--- src/rtl/pmon_defines.svh ---
// Purpose: Offsets, field positions, reset values, scales and timing in ns
// Assumes: 50 MHz mclk_i
// Notes:   Included by the top design file of the block only
`ifndef PMON_DEFINES_SVH
`define PMON_DEFINES_SVH

// ***************************************************
// Register offsets and reset values
// ***************************************************
`define REG_FZC_NV        6'h0d
`define REG_VEV_NV        6'h0e
`define REG_FZC_SHADOW    6'h1d
`define REG_VEV_SHADOW    6'h1e
`define FZC_RESET         32'h0000_0000
`define VEV_RESET         32'h0000_0000

// ***************************************************
// Field positions
// ***************************************************
`define F_TRIM_MSB        6
`define F_TRIM_LSB        0
`define F_ICHAN_BIT       7
`define F_DEL_MSB         11
`define F_DEL_LSB         9
`define F_FAULT_MSB       20
`define F_FAULT_LSB       13
`define F_FLTDLY_MSB      23
`define F_FLTDLY_LSB      21
`define F_HALF_BIT        24
`define F_SQUARE_BIT      25
`define F_CYCS_MSB        5
`define F_CYCS_LSB        0
`define F_RATE_BIT        6
`define F_BYPASS_BIT      7
`define F_OVTHR_MSB       13
`define F_OVTHR_LSB       8
`define F_UVTHR_MSB       19
`define F_UVTHR_LSB       14
`define F_WIDTH_BIT       20

// ***************************************************
// Scales and timing
// ***************************************************
`define VTHR_SHIFT        9
`define OC_BASE           16'h2000
`define OC_SPAN           23'h005000
`define OC_CODE_MAX       23'h0000ff
`define CLK_PERIOD_NS     20
`define ADC_FAST_NS       31250
`define ADC_SLOW_NS       125000
`define FLT_DLY2_NS       4750
`define FLT_DLY3_NS       9250
`define FLT_DLY4_NS       13750
`define FLT_DLY5_NS       18500
`define FLT_DLY6_NS       23250
`define FLT_DLY7_NS       27750
`define ZC_SHORT_NS       32000
`define ZC_LONG_NS        256000

`endif

--- src/rtl/pmon_pkg.sv ---
// Purpose: Shared types of the power monitor configuration block
// Assumes: Nothing
// Notes:   Constants live in pmon_defines.svh
package pmon_pkg;

  typedef enum logic [1:0] {
    PIN0_CROSSING = 2'b00,
    PIN0_OVER     = 2'b01,
    PIN0_UNDER    = 2'b10,
    PIN0_OV_OR_UV = 2'b11
  } pin0_sel_type;

  typedef enum logic [1:0] {
    PIN1_OVERCUR  = 2'b00,
    PIN1_UNDER    = 2'b01,
    PIN1_OVER     = 2'b10,
    PIN1_ANY      = 2'b11
  } pin1_sel_type;

endpackage

--- src/rtl/power_monitor_fault_zc_config.sv ---
// Purpose: Configuration words and fault, voltage event and crossing logic
// Assumes: Serial host port decoded upstream into a word register port
// Notes:   Logic runs from the shadow copies; nv writes refresh them
`timescale 1ns/1ps
`include "pmon_defines.svh"
module power_monitor_fault_zc_config #(
  parameter int ADC_FAST_CYC = `ADC_FAST_NS / `CLK_PERIOD_NS,
  parameter int ADC_SLOW_CYC = `ADC_SLOW_NS / `CLK_PERIOD_NS,
  parameter int ZC_SHORT_CYC = (`ZC_SHORT_NS + `CLK_PERIOD_NS - 1) / `CLK_PERIOD_NS,
  parameter int ZC_LONG_CYC  = (`ZC_LONG_NS + `CLK_PERIOD_NS - 1) / `CLK_PERIOD_NS,
  parameter int DEL_DEPTH    = 8
) (
  // Clock and reset
  input  wire logic               mclk_i,
  input  wire logic               sys_rst_i,
  // Register port
  input  wire logic [5:0]         reg_addr_i,
  input  wire logic [31:0]        reg_wdata_i,
  input  wire logic               reg_wr_i,
  input  wire logic               reg_rd_i,
  output logic      [31:0]        reg_rdata_o,
  // Sample path
  input  wire logic               samp_valid_i,
  input  wire logic signed [15:0] vsamp_i,
  input  wire logic signed [15:0] isamp_i,
  output logic signed [15:0]      vsamp_o,
  output logic signed [15:0]      isamp_o,
  output logic                    adc_tick_o,
  // Power and rms
  input  wire logic signed [16:0] pactive_i,
  output logic signed [16:0]      pactive_o,
  input  wire logic               vrms_valid_i,
  input  wire logic [14:0]        vrms_i,
  input  wire logic [15:0]        i_mag_i,
  // Sample count
  input  wire logic [8:0]         dyn_n_i,
  input  wire logic [8:0]         prog_n_i,
  output logic      [8:0]         n_used_o,
  // Pins
  input  wire logic [1:0]         pin0_sel_i,
  input  wire logic [1:0]         pin1_sel_i,
  output logic                    digital_out_zero_o,
  output logic                    digital_out_one_o,
  output logic                    overcurrent_flag_o
);

  // ***************************************************
  // Fault delay cycle counts
  // ***************************************************
  localparam int FLT2_CYC = (`FLT_DLY2_NS + `CLK_PERIOD_NS - 1) / `CLK_PERIOD_NS;
  localparam int FLT3_CYC = (`FLT_DLY3_NS + `CLK_PERIOD_NS - 1) / `CLK_PERIOD_NS;
  localparam int FLT4_CYC = (`FLT_DLY4_NS + `CLK_PERIOD_NS - 1) / `CLK_PERIOD_NS;
  localparam int FLT5_CYC = (`FLT_DLY5_NS + `CLK_PERIOD_NS - 1) / `CLK_PERIOD_NS;
  localparam int FLT6_CYC = (`FLT_DLY6_NS + `CLK_PERIOD_NS - 1) / `CLK_PERIOD_NS;
  localparam int FLT7_CYC = (`FLT_DLY7_NS + `CLK_PERIOD_NS - 1) / `CLK_PERIOD_NS;

  // ***************************************************
  // Configuration words
  // ***************************************************
  logic [31:0] fzc_nv_q;
  logic [31:0] vev_nv_q;
  logic [31:0] fzc_sh_q;
  logic [31:0] vev_sh_q;
  logic        wr_fzc_nv;
  logic        wr_vev_nv;
  logic        wr_fzc_sh;
  logic        wr_vev_sh;
  logic [31:0] rd_mux;

  assign wr_fzc_nv = reg_wr_i && (reg_addr_i == `REG_FZC_NV);
  assign wr_vev_nv = reg_wr_i && (reg_addr_i == `REG_VEV_NV);
  assign wr_fzc_sh = reg_wr_i && (reg_addr_i == `REG_FZC_SHADOW);
  assign wr_vev_sh = reg_wr_i && (reg_addr_i == `REG_VEV_SHADOW);

  assign rd_mux = (reg_addr_i == `REG_FZC_NV)     ? fzc_nv_q :
                  (reg_addr_i == `REG_VEV_NV)     ? vev_nv_q :
                  (reg_addr_i == `REG_FZC_SHADOW) ? fzc_sh_q :
                  (reg_addr_i == `REG_VEV_SHADOW) ? vev_sh_q : 32'h0000_0000;

  always_ff @(posedge mclk_i or posedge sys_rst_i) begin
    if (sys_rst_i) begin
      fzc_nv_q    <= `FZC_RESET;
      vev_nv_q    <= `VEV_RESET;
      fzc_sh_q    <= `FZC_RESET;
      vev_sh_q    <= `VEV_RESET;
      reg_rdata_o <= 32'h0000_0000;
    end else begin
      if (wr_fzc_nv) fzc_nv_q <= reg_wdata_i;
      if (wr_vev_nv) vev_nv_q <= reg_wdata_i;
      if (wr_fzc_nv || wr_fzc_sh) fzc_sh_q <= reg_wdata_i;
      if (wr_vev_nv || wr_vev_sh) vev_sh_q <= reg_wdata_i;
      if (reg_rd_i) reg_rdata_o <= rd_mux;
    end
  end

  // ***************************************************
  // Field decode
  // ***************************************************
  logic signed [6:0] trim;
  logic              ichan_sel;
  logic [2:0]        del_code;
  logic [7:0]        fault_code;
  logic [2:0]        fltdly_code;
  logic              half_en;
  logic              square_en;
  logic [5:0]        cycs_code;
  logic              rate_slow;
  logic              bypass_en;
  logic [5:0]        ov_code;
  logic [5:0]        uv_code;
  logic              wide_sel;

  assign trim        = fzc_sh_q[`F_TRIM_MSB:`F_TRIM_LSB];
  assign ichan_sel   = fzc_sh_q[`F_ICHAN_BIT];
  assign del_code    = fzc_sh_q[`F_DEL_MSB:`F_DEL_LSB];
  assign fault_code  = fzc_sh_q[`F_FAULT_MSB:`F_FAULT_LSB];
  assign fltdly_code = fzc_sh_q[`F_FLTDLY_MSB:`F_FLTDLY_LSB];
  assign half_en     = fzc_sh_q[`F_HALF_BIT];
  assign square_en   = fzc_sh_q[`F_SQUARE_BIT];
  assign cycs_code   = vev_sh_q[`F_CYCS_MSB:`F_CYCS_LSB];
  assign rate_slow   = vev_sh_q[`F_RATE_BIT];
  assign bypass_en   = vev_sh_q[`F_BYPASS_BIT];
  assign ov_code     = vev_sh_q[`F_OVTHR_MSB:`F_OVTHR_LSB];
  assign uv_code     = vev_sh_q[`F_UVTHR_MSB:`F_UVTHR_LSB];
  assign wide_sel    = vev_sh_q[`F_WIDTH_BIT];

  // ***************************************************
  // Voltage ADC rate and active power trim
  // ***************************************************
  logic [12:0]        rate_cnt_q;
  logic [12:0]        rate_top;
  logic signed [16:0] trim_ext;
  logic signed [16:0] trim_scaled;

  assign rate_top    = rate_slow ? 13'(ADC_SLOW_CYC - 1) : 13'(ADC_FAST_CYC - 1);
  assign adc_tick_o  = (rate_cnt_q == 13'h0000);
  assign trim_ext    = 17'(trim);
  assign trim_scaled = (trim_ext <<< 2) + (trim_ext <<< 1);

  always_ff @(posedge mclk_i or posedge sys_rst_i) begin
    if (sys_rst_i) begin
      rate_cnt_q <= 13'h0000;
      pactive_o  <= 17'sh00000;
    end else begin
      rate_cnt_q <= (rate_cnt_q >= rate_top) ? 13'h0000 : rate_cnt_q + 13'h0001;
      pactive_o  <= pactive_i + trim_scaled;
    end
  end

  // ***************************************************
  // Phase delay line
  // ***************************************************
  logic signed [15:0] del_line_q [DEL_DEPTH];
  logic signed [15:0] del_in;
  logic signed [15:0] del_out;

  assign del_in  = ichan_sel ? isamp_i : vsamp_i;
  assign del_out = (del_code == 3'h0) ? del_in : del_line_q[del_code - 3'h1];

  genvar gi;
  generate
    for (gi = 0; gi < DEL_DEPTH; gi++) begin : g_del
      always_ff @(posedge mclk_i or posedge sys_rst_i) begin
        if (sys_rst_i) begin
          del_line_q[gi] <= 16'sh0000;
        end else if (samp_valid_i) begin
          del_line_q[gi] <= (gi == 0) ? del_in : del_line_q[(gi == 0) ? 0 : gi - 1];
        end
      end
    end
  endgenerate

  always_ff @(posedge mclk_i or posedge sys_rst_i) begin
    if (sys_rst_i) begin
      vsamp_o <= 16'sh0000;
      isamp_o <= 16'sh0000;
    end else if (samp_valid_i) begin
      vsamp_o <= ichan_sel ? vsamp_i : del_out;
      isamp_o <= ichan_sel ? del_out : isamp_i;
    end
  end

  // ***************************************************
  // Overcurrent detection
  // ***************************************************
  logic [22:0] oc_prod;
  logic [15:0] oc_level;
  logic        oc_over;
  logic [10:0] flt_target;
  logic        oc_hit;

  assign oc_prod  = 23'(fault_code) * `OC_SPAN;
  assign oc_level = `OC_BASE + 16'(oc_prod / `OC_CODE_MAX);
  assign oc_over  = (i_mag_i > oc_level);

  always_comb begin
    unique case (fltdly_code)
      3'h2:    flt_target = 11'(FLT2_CYC);
      3'h3:    flt_target = 11'(FLT3_CYC);
      3'h4:    flt_target = 11'(FLT4_CYC);
      3'h5:    flt_target = 11'(FLT5_CYC);
      3'h6:    flt_target = 11'(FLT6_CYC);
      3'h7:    flt_target = 11'(FLT7_CYC);
      default: flt_target = 11'h000;
    endcase
  end

  event_qualifier #(.W(11)) u_oc_qual (
    .mclk_i   (mclk_i),
    .sys_rst_i(sys_rst_i),
    .step_i   (1'b1),
    .cond_i   (oc_over),
    .target_i (flt_target),
    .hit_o    (oc_hit)
  );

  // ***************************************************
  // Over and undervoltage
  // ***************************************************
  logic [14:0] vrms_q;
  logic [14:0] vrms_now;
  logic [15:0] ov_thr;
  logic [15:0] uv_thr;
  logic        ov_cond;
  logic        uv_cond;
  logic        ov_hit;
  logic        uv_hit;
  logic [10:0] cyc_target;

  assign ov_thr     = 16'(ov_code) << `VTHR_SHIFT;
  assign uv_thr     = 16'(uv_code) << `VTHR_SHIFT;
  // Fresh result qualifies on its own strobe
  assign vrms_now   = vrms_valid_i ? vrms_i : vrms_q;
  assign ov_cond    = (16'(vrms_now) > ov_thr);
  assign uv_cond    = (16'(vrms_now) < uv_thr);
  assign cyc_target = 11'(cycs_code) + 11'h001;

  always_ff @(posedge mclk_i or posedge sys_rst_i) begin
    if (sys_rst_i) begin
      vrms_q <= 15'h0000;
    end else if (vrms_valid_i) begin
      vrms_q <= vrms_i;
    end
  end

  event_qualifier #(.W(11)) u_ov_qual (
    .mclk_i   (mclk_i),
    .sys_rst_i(sys_rst_i),
    .step_i   (vrms_valid_i),
    .cond_i   (ov_cond),
    .target_i (cyc_target),
    .hit_o    (ov_hit)
  );

  event_qualifier #(.W(11)) u_uv_qual (
    .mclk_i   (mclk_i),
    .sys_rst_i(sys_rst_i),
    .step_i   (vrms_valid_i),
    .cond_i   (uv_cond),
    .target_i (cyc_target),
    .hit_o    (uv_hit)
  );

  // ***************************************************
  // Zero crossing
  // ***************************************************
  logic prev_neg_q;
  logic zc_event;
  logic zc_out;

  assign zc_event = samp_valid_i &&
                    ((prev_neg_q && !vsamp_i[15]) ||
                     (half_en && !prev_neg_q && vsamp_i[15]));

  always_ff @(posedge mclk_i or posedge sys_rst_i) begin
    if (sys_rst_i) begin
      prev_neg_q <= 1'b0;
    end else if (samp_valid_i) begin
      prev_neg_q <= vsamp_i[15];
    end
  end

  crossing_pulse #(
    .CW       (14),
    .SHORT_CYC(ZC_SHORT_CYC),
    .LONG_CYC (ZC_LONG_CYC)
  ) u_zc (
    .mclk_i   (mclk_i),
    .sys_rst_i(sys_rst_i),
    .event_i  (zc_event),
    .square_i (square_en),
    .wide_i   (wide_sel),
    .cross_o  (zc_out)
  );

  // ***************************************************
  // Output pins and sample count
  // ***************************************************
  pmon_pkg::pin0_sel_type d0_sel;
  pmon_pkg::pin1_sel_type d1_sel;
  logic                   d0_d;
  logic                   d1_d;

  assign d0_sel = pmon_pkg::pin0_sel_type'(pin0_sel_i);
  assign d1_sel = pmon_pkg::pin1_sel_type'(pin1_sel_i);

  always_comb begin
    unique case (d0_sel)
      pmon_pkg::PIN0_CROSSING: d0_d = zc_out;
      pmon_pkg::PIN0_OVER:     d0_d = ov_hit;
      pmon_pkg::PIN0_UNDER:    d0_d = uv_hit;
      pmon_pkg::PIN0_OV_OR_UV: d0_d = ov_hit | uv_hit;
    endcase
  end

  always_comb begin
    unique case (d1_sel)
      pmon_pkg::PIN1_OVERCUR: d1_d = oc_hit;
      pmon_pkg::PIN1_UNDER:   d1_d = uv_hit;
      pmon_pkg::PIN1_OVER:    d1_d = ov_hit;
      pmon_pkg::PIN1_ANY:     d1_d = ov_hit | uv_hit | oc_hit;
    endcase
  end

  always_ff @(posedge mclk_i or posedge sys_rst_i) begin
    if (sys_rst_i) begin
      digital_out_zero_o <= 1'b0;
      digital_out_one_o  <= 1'b0;
      overcurrent_flag_o <= 1'b0;
      n_used_o           <= 9'h000;
    end else begin
      digital_out_zero_o <= d0_d;
      digital_out_one_o  <= d1_d;
      overcurrent_flag_o <= oc_hit;
      n_used_o           <= bypass_en ? prog_n_i : dyn_n_i;
    end
  end
endmodule

--- src/rtl/event_qualifier.sv ---
// Purpose: Counts consecutive qualified steps and flags when target reached
// Assumes: cond_i and step_i on mclk_i
// Notes:   Count restarts whenever the condition drops
`timescale 1ns/1ps
module event_qualifier #(
  parameter int W = 11
) (
  // Clock and reset
  input  wire logic         mclk_i,
  input  wire logic         sys_rst_i,
  // Qualification
  input  wire logic         step_i,
  input  wire logic         cond_i,
  input  wire logic [W-1:0] target_i,
  output logic              hit_o
);

  logic [W-1:0] cnt_q;
  logic         cnt_full;

  assign cnt_full = &cnt_q;
  assign hit_o    = cond_i && (cnt_q >= target_i);

  always_ff @(posedge mclk_i or posedge sys_rst_i) begin
    if (sys_rst_i) begin
      cnt_q <= '0;
    end else if (!cond_i) begin
      cnt_q <= '0;
    end else if (step_i && !cnt_full) begin
      cnt_q <= cnt_q + W'(1);
    end
  end
endmodule

--- src/rtl/crossing_pulse.sv ---
// Purpose: Shapes zero-crossing events into pulses or a toggling level
// Assumes: event_i is a one-cycle strobe
// Notes:   Width counts come from the top-level parameters
`timescale 1ns/1ps
module crossing_pulse #(
  parameter int CW        = 14,
  parameter int SHORT_CYC = 1600,
  parameter int LONG_CYC  = 12800
) (
  // Clock and reset
  input  wire logic mclk_i,
  input  wire logic sys_rst_i,
  // Control
  input  wire logic event_i,
  input  wire logic square_i,
  input  wire logic wide_i,
  // Output
  output logic      cross_o
);

  logic [CW-1:0] cnt_q;
  logic [CW-1:0] load_len;
  logic          out_q;

  assign load_len = wide_i ? CW'(LONG_CYC - 1) : CW'(SHORT_CYC - 1);
  assign cross_o  = out_q;

  always_ff @(posedge mclk_i or posedge sys_rst_i) begin
    if (sys_rst_i) begin
      out_q <= 1'b0;
      cnt_q <= '0;
    end else if (event_i && square_i) begin
      out_q <= ~out_q;
      cnt_q <= '0;
    end else if (event_i) begin
      out_q <= 1'b1;
      cnt_q <= load_len;
    end else if (cnt_q != '0) begin
      cnt_q <= cnt_q - CW'(1);
    end else if (!square_i) begin
      out_q <= 1'b0;
    end
  end
endmodule

--- config.mk ---
export PLATFORM = sky130hd
export DESIGN_NAME = power_monitor_fault_zc_config
export DESIGN_NICKNAME = d
export VERILOG_FILES = /design/src/rtl/pmon_pkg.sv /design/src/rtl/power_monitor_fault_zc_config.sv /design/src/rtl/event_qualifier.sv /design/src/rtl/crossing_pulse.sv
export VERILOG_INCLUDE_DIRS = /design/src /design/src/rtl
export SDC_FILE = /design/constraint.sdc
export NUM_CORES = 1
export LEC_CHECK = 0
export ABC_AREA = 1
export BUFFER_PORTS_ARGS = -buffer_cell sky130_fd_sc_hd__buf_2
export CORE_ASPECT_RATIO = 1.75
export CORE_MARGIN = 4
export CORE_UTILIZATION = 45
export DETAILED_ROUTE_END_ITERATION = 16
export PLACE_DENSITY_LB_ADDON = 0.3
export SYNTH_ARGS = -nofsm -noshare
export SYNTH_HDL_FRONTEND = slang
export SYNTH_SLANG_ARGS = --single-unit
export TNS_END_PERCENT = 100
--- constraint.sdc ---
create_clock -name mclk_i -period 40.5 [get_ports mclk_i]
set_clock_uncertainty 0.15 [all_clocks]
set_input_delay 4.05 -clock mclk_i [delete_from_list [all_inputs] [get_ports mclk_i]]
set_output_delay 4.05 -clock mclk_i [all_outputs]
set_load 0.1 [all_outputs]
==> impl_results.md <==
* Tightest Pin Transition at 1.08 ns
* Status: complete, no violations
* Root buffer cell: clkbuf_16
* Die width at 187 um
* FF+latch count, synth at 426
* Area growth syn-to-layout at 11.7%
* Htree depth at 2
* Worst-skew pair later-pin latency at 0.56 ns
* CTS tree: built
* Core ar. at 0.0553 mm^2
* Final Non-Filler Cells at 4,115
* Crit end category: register
* Placed Cells at 4,042
* Synth Instances at 3,226
* Vias at 21,900
* Final Cell Area at 0.0282 mm^2
* Yosys Warn Count at 0
* First-pass GRT wire length at 109,000 um
* Max IR drop VDD at 0.0000592 V
* Setup tns final at 0 ns
* Setup crit start kind: register
* Ratio of cells with drive above 1 in the final layout at 0.146
* Layout Nets at 3,655
* Min Tclk post-route at 13.30 ns
* Post-route DRC at 0
* Final period util at 0.328
* Slew margin rel. at 0.277
* Synth cell types at 63
* Initial antenna violation count at 14
* Drt wl/cell at 16.2 um
* Cell area after synthesis at 0.0253 mm^2
* Initial DRC Count at 1,275
* Unrepaired setup endpoints after global routing: false
* Crit Path Class: register to register
* HPWL after detailed placement at 47,700 um
* Slowest cell on crit path: fa_1
* Final slew viol count at 0
* Initial Util at 0.456
* Commonest non-fill, non-tap cell in the layout: nand2_1
* Crit-path max cell delay at 0.53 ns
* Final hold viol count at 0
* Prevailing post-synth register cell: dfrtp_1
* GRT Resource Usage Total at 0.218
* IO buf count at 239
* Router iterations before antenna repair at 5
* DRT antenna net count at 0
* Worst hold-check path type: register to register
* Synthesized Nets at 3,495
* Leak pwr at 14.1 nW
* Final setup vio count at 0
* CTS Hold Buffers Added at 0
* Die Y at 321 um
* Max-cap violation count at 0
* RePlAce Congestion at 0.873
* Max clock buf depth at 3
* Vias/cell at 5.33
* Number of global-route vias before repair at 21,500
* Clock slew at the register clock pins of the worst setup and hold paths at 0.07 ns
* Clk sink count at 426
* Post-CTS Setup Inserts at 0
* Remaining Overflow, GRT at 0
* Largest net degree at the start of global routing at 181
* Worst Min Path Start: del_line_q[32]$_DFFE_PP0P_
* Top Ports at 240
* R2r startpoint: fzc_sh_q[14]$_DFFE_PP0P_
* Routed Wire Length at 66,700 um
* Maximum fanout along the worst path at 18
* Most frequent cells in the layout: nand2_1 (686), dfrtp_1 (425), o21ai_0 (418)
* Pwr Density at 87.6 mW/mm^2
* Setup crit start: fzc_sh_q[14]$_DFFE_PP0P_
* Fmax achieved at 0.0752 GHz
* Worst Path Arrival at 13.63 ns
* Placed Area at 0.0269 mm^2
* Seq/Total Area, Yosys at 0.422
* Die Area at 0.0601 mm^2
* Mean area per synthesized cell at 7.83 um^2
* Post-synth EDFFs at 0
* Critical Path RT at 40.83 ns
* Post-CTS resize count at 0
* FFs w/ async S/R, synth at 1.00
* Number of CTS-inserted buffers at 38
* Num rows at 114
==> logic make-up after synthesis <==
group                      Yosys count  share of synthesized area
AOI/OAI and AO/OA                  783                      0.175
xor gates and xnor gates            51                     0.0180
adders and majority gates          123                     0.0633
buffers and inverters              559                     0.0859
DFF                                426                      0.422
muxes                               16                    0.00694
and+or+nand+nor                   1268                      0.229
==> worst max-delay path: cells and delay by family, from the launching register on <==
family                     cells  cell delay [ns]
DFF                            1             0.46
and+or+nand+nor               55             7.74
AOI/OAI and AO/OA             15             2.63
adders and majority gates      7             1.91
buffers and inverters          5             0.29
==> metal layers <==
layer	global-route usage	share of wire
met5	0	0.0014
met4	0.0663	0.029
met3	0.0452	0.058
met2	0.408	0.53
met1	0.248	0.39
==> state kept, by name, indices dropped and copies added, names as in the netlist, 16 cells and up <==
| name | flops |
|---|---|
| del_line_q | 128 |
| fzc_nv_q | 32 |
| fzc_sh_q | 32 |
| reg_rdata_o | 32 |
| vev_nv_q | 32 |
| vev_sh_q | 32 |
| pactive_o | 17 |
| isamp_o | 16 |
| vsamp_o | 16 |
==> layout make-up <==
| cell class | instances | area, um^2 |
|---|---|---|
| Timing Repair Buffer | 262 | 1390 |
| Tap cell | 696 | 871 |
| Clock inverter | 13 | 136 |
| Sequential cell | 426 | 10700 |
| Antenna cell | 5 | 12.5 |
| Inverter | 417 | 1570 |
| Fill cell | 5382 | 27100 |
| Multi-Input combinational cell | 2241 | 12400 |
| Clock buffer | 55 | 1110 |
==> worst paths after layout <==
kind                       cells after the start                          end  slack [ns]
setup / recovery                              82  digital_out_one_o$_DFF_PP0_       27.20
hold / removal                                 2   del_line_q[16]$_DFFE_PP0P_        0.32
max in group asynchronous                      4     vev_sh_q[28]$_DFFE_PP0P_       34.42
setup reg to reg                              82  digital_out_one_o$_DFF_PP0_       27.20
hold reg to reg                                2   del_line_q[16]$_DFFE_PP0P_        0.32
min in group asynchronous                      2   del_line_q[24]$_DFFE_PP0P_        3.42
==> power by group <==
| part | leakage, nW | internal [mW] | switching (mW) | total [mW] |
|---|---|---|---|---|
| logic | 8.12 | 0.460 | 1.09 | 1.55 |
| registers | 5.34 | 0.496 | 0.0509 | 0.547 |
| clock network | 0.620 | 0.205 | 0.166 | 0.371 |
==> metrics by stage <==
stage / utilization / hold slack, ns / total power, mW / setup WS, ns
CTS: 0.509 / 0.319 / 2.48 / 27.18
global placement: 0.487 / 0.304 / 2.09 / 27.71
detailed placement: 0.487 / 0.307 / 2.10 / 27.22
finish: 0.510 / 0.316 / 2.47 / 27.20
global route: 0.510 / 0.354 / 2.69 / 25.53
floorplan: - / 0.288 / 1.79 / 24.44
==> cell usage after synthesis (9+ instances only) <==
cell,count,area share
nand2_1,689,0.10
dfrtp_1,426,0.42
o21ai_0,418,0.083
inv_1,391,0.058
nor2_1,208,0.031
a21oi_1,178,0.035
nand3_1,173,0.034
clkbuf_1,124,0.018
ha_1,115,0.057
nand2_2,39,0.0097
xor2_1,35,0.012
o22ai_1,33,0.0082
o211ai_1,29,0.0086
nor3_1,28,0.0055
nand4_1,25,0.0062
a311oi_1,22,0.0076
nand3_2,22,0.0087
inv_2,17,0.0025
nor2_4,16,0.0071
o21ai_1,16,0.0032
o21ai_2,16,0.0055
xnor2_1,15,0.0052
nand2_4,14,0.0062
o311ai_0,13,0.0045
mux2_2,12,0.0054
nand3b_1,12,0.0036
o21bai_1,12,0.0036
nor2_2,11,0.0027
buf_1,9,0.0013
clkinv_1,9,0.0013
o221ai_1,9,0.0031
No activity file was read; power rests on OpenSTA's default activity.
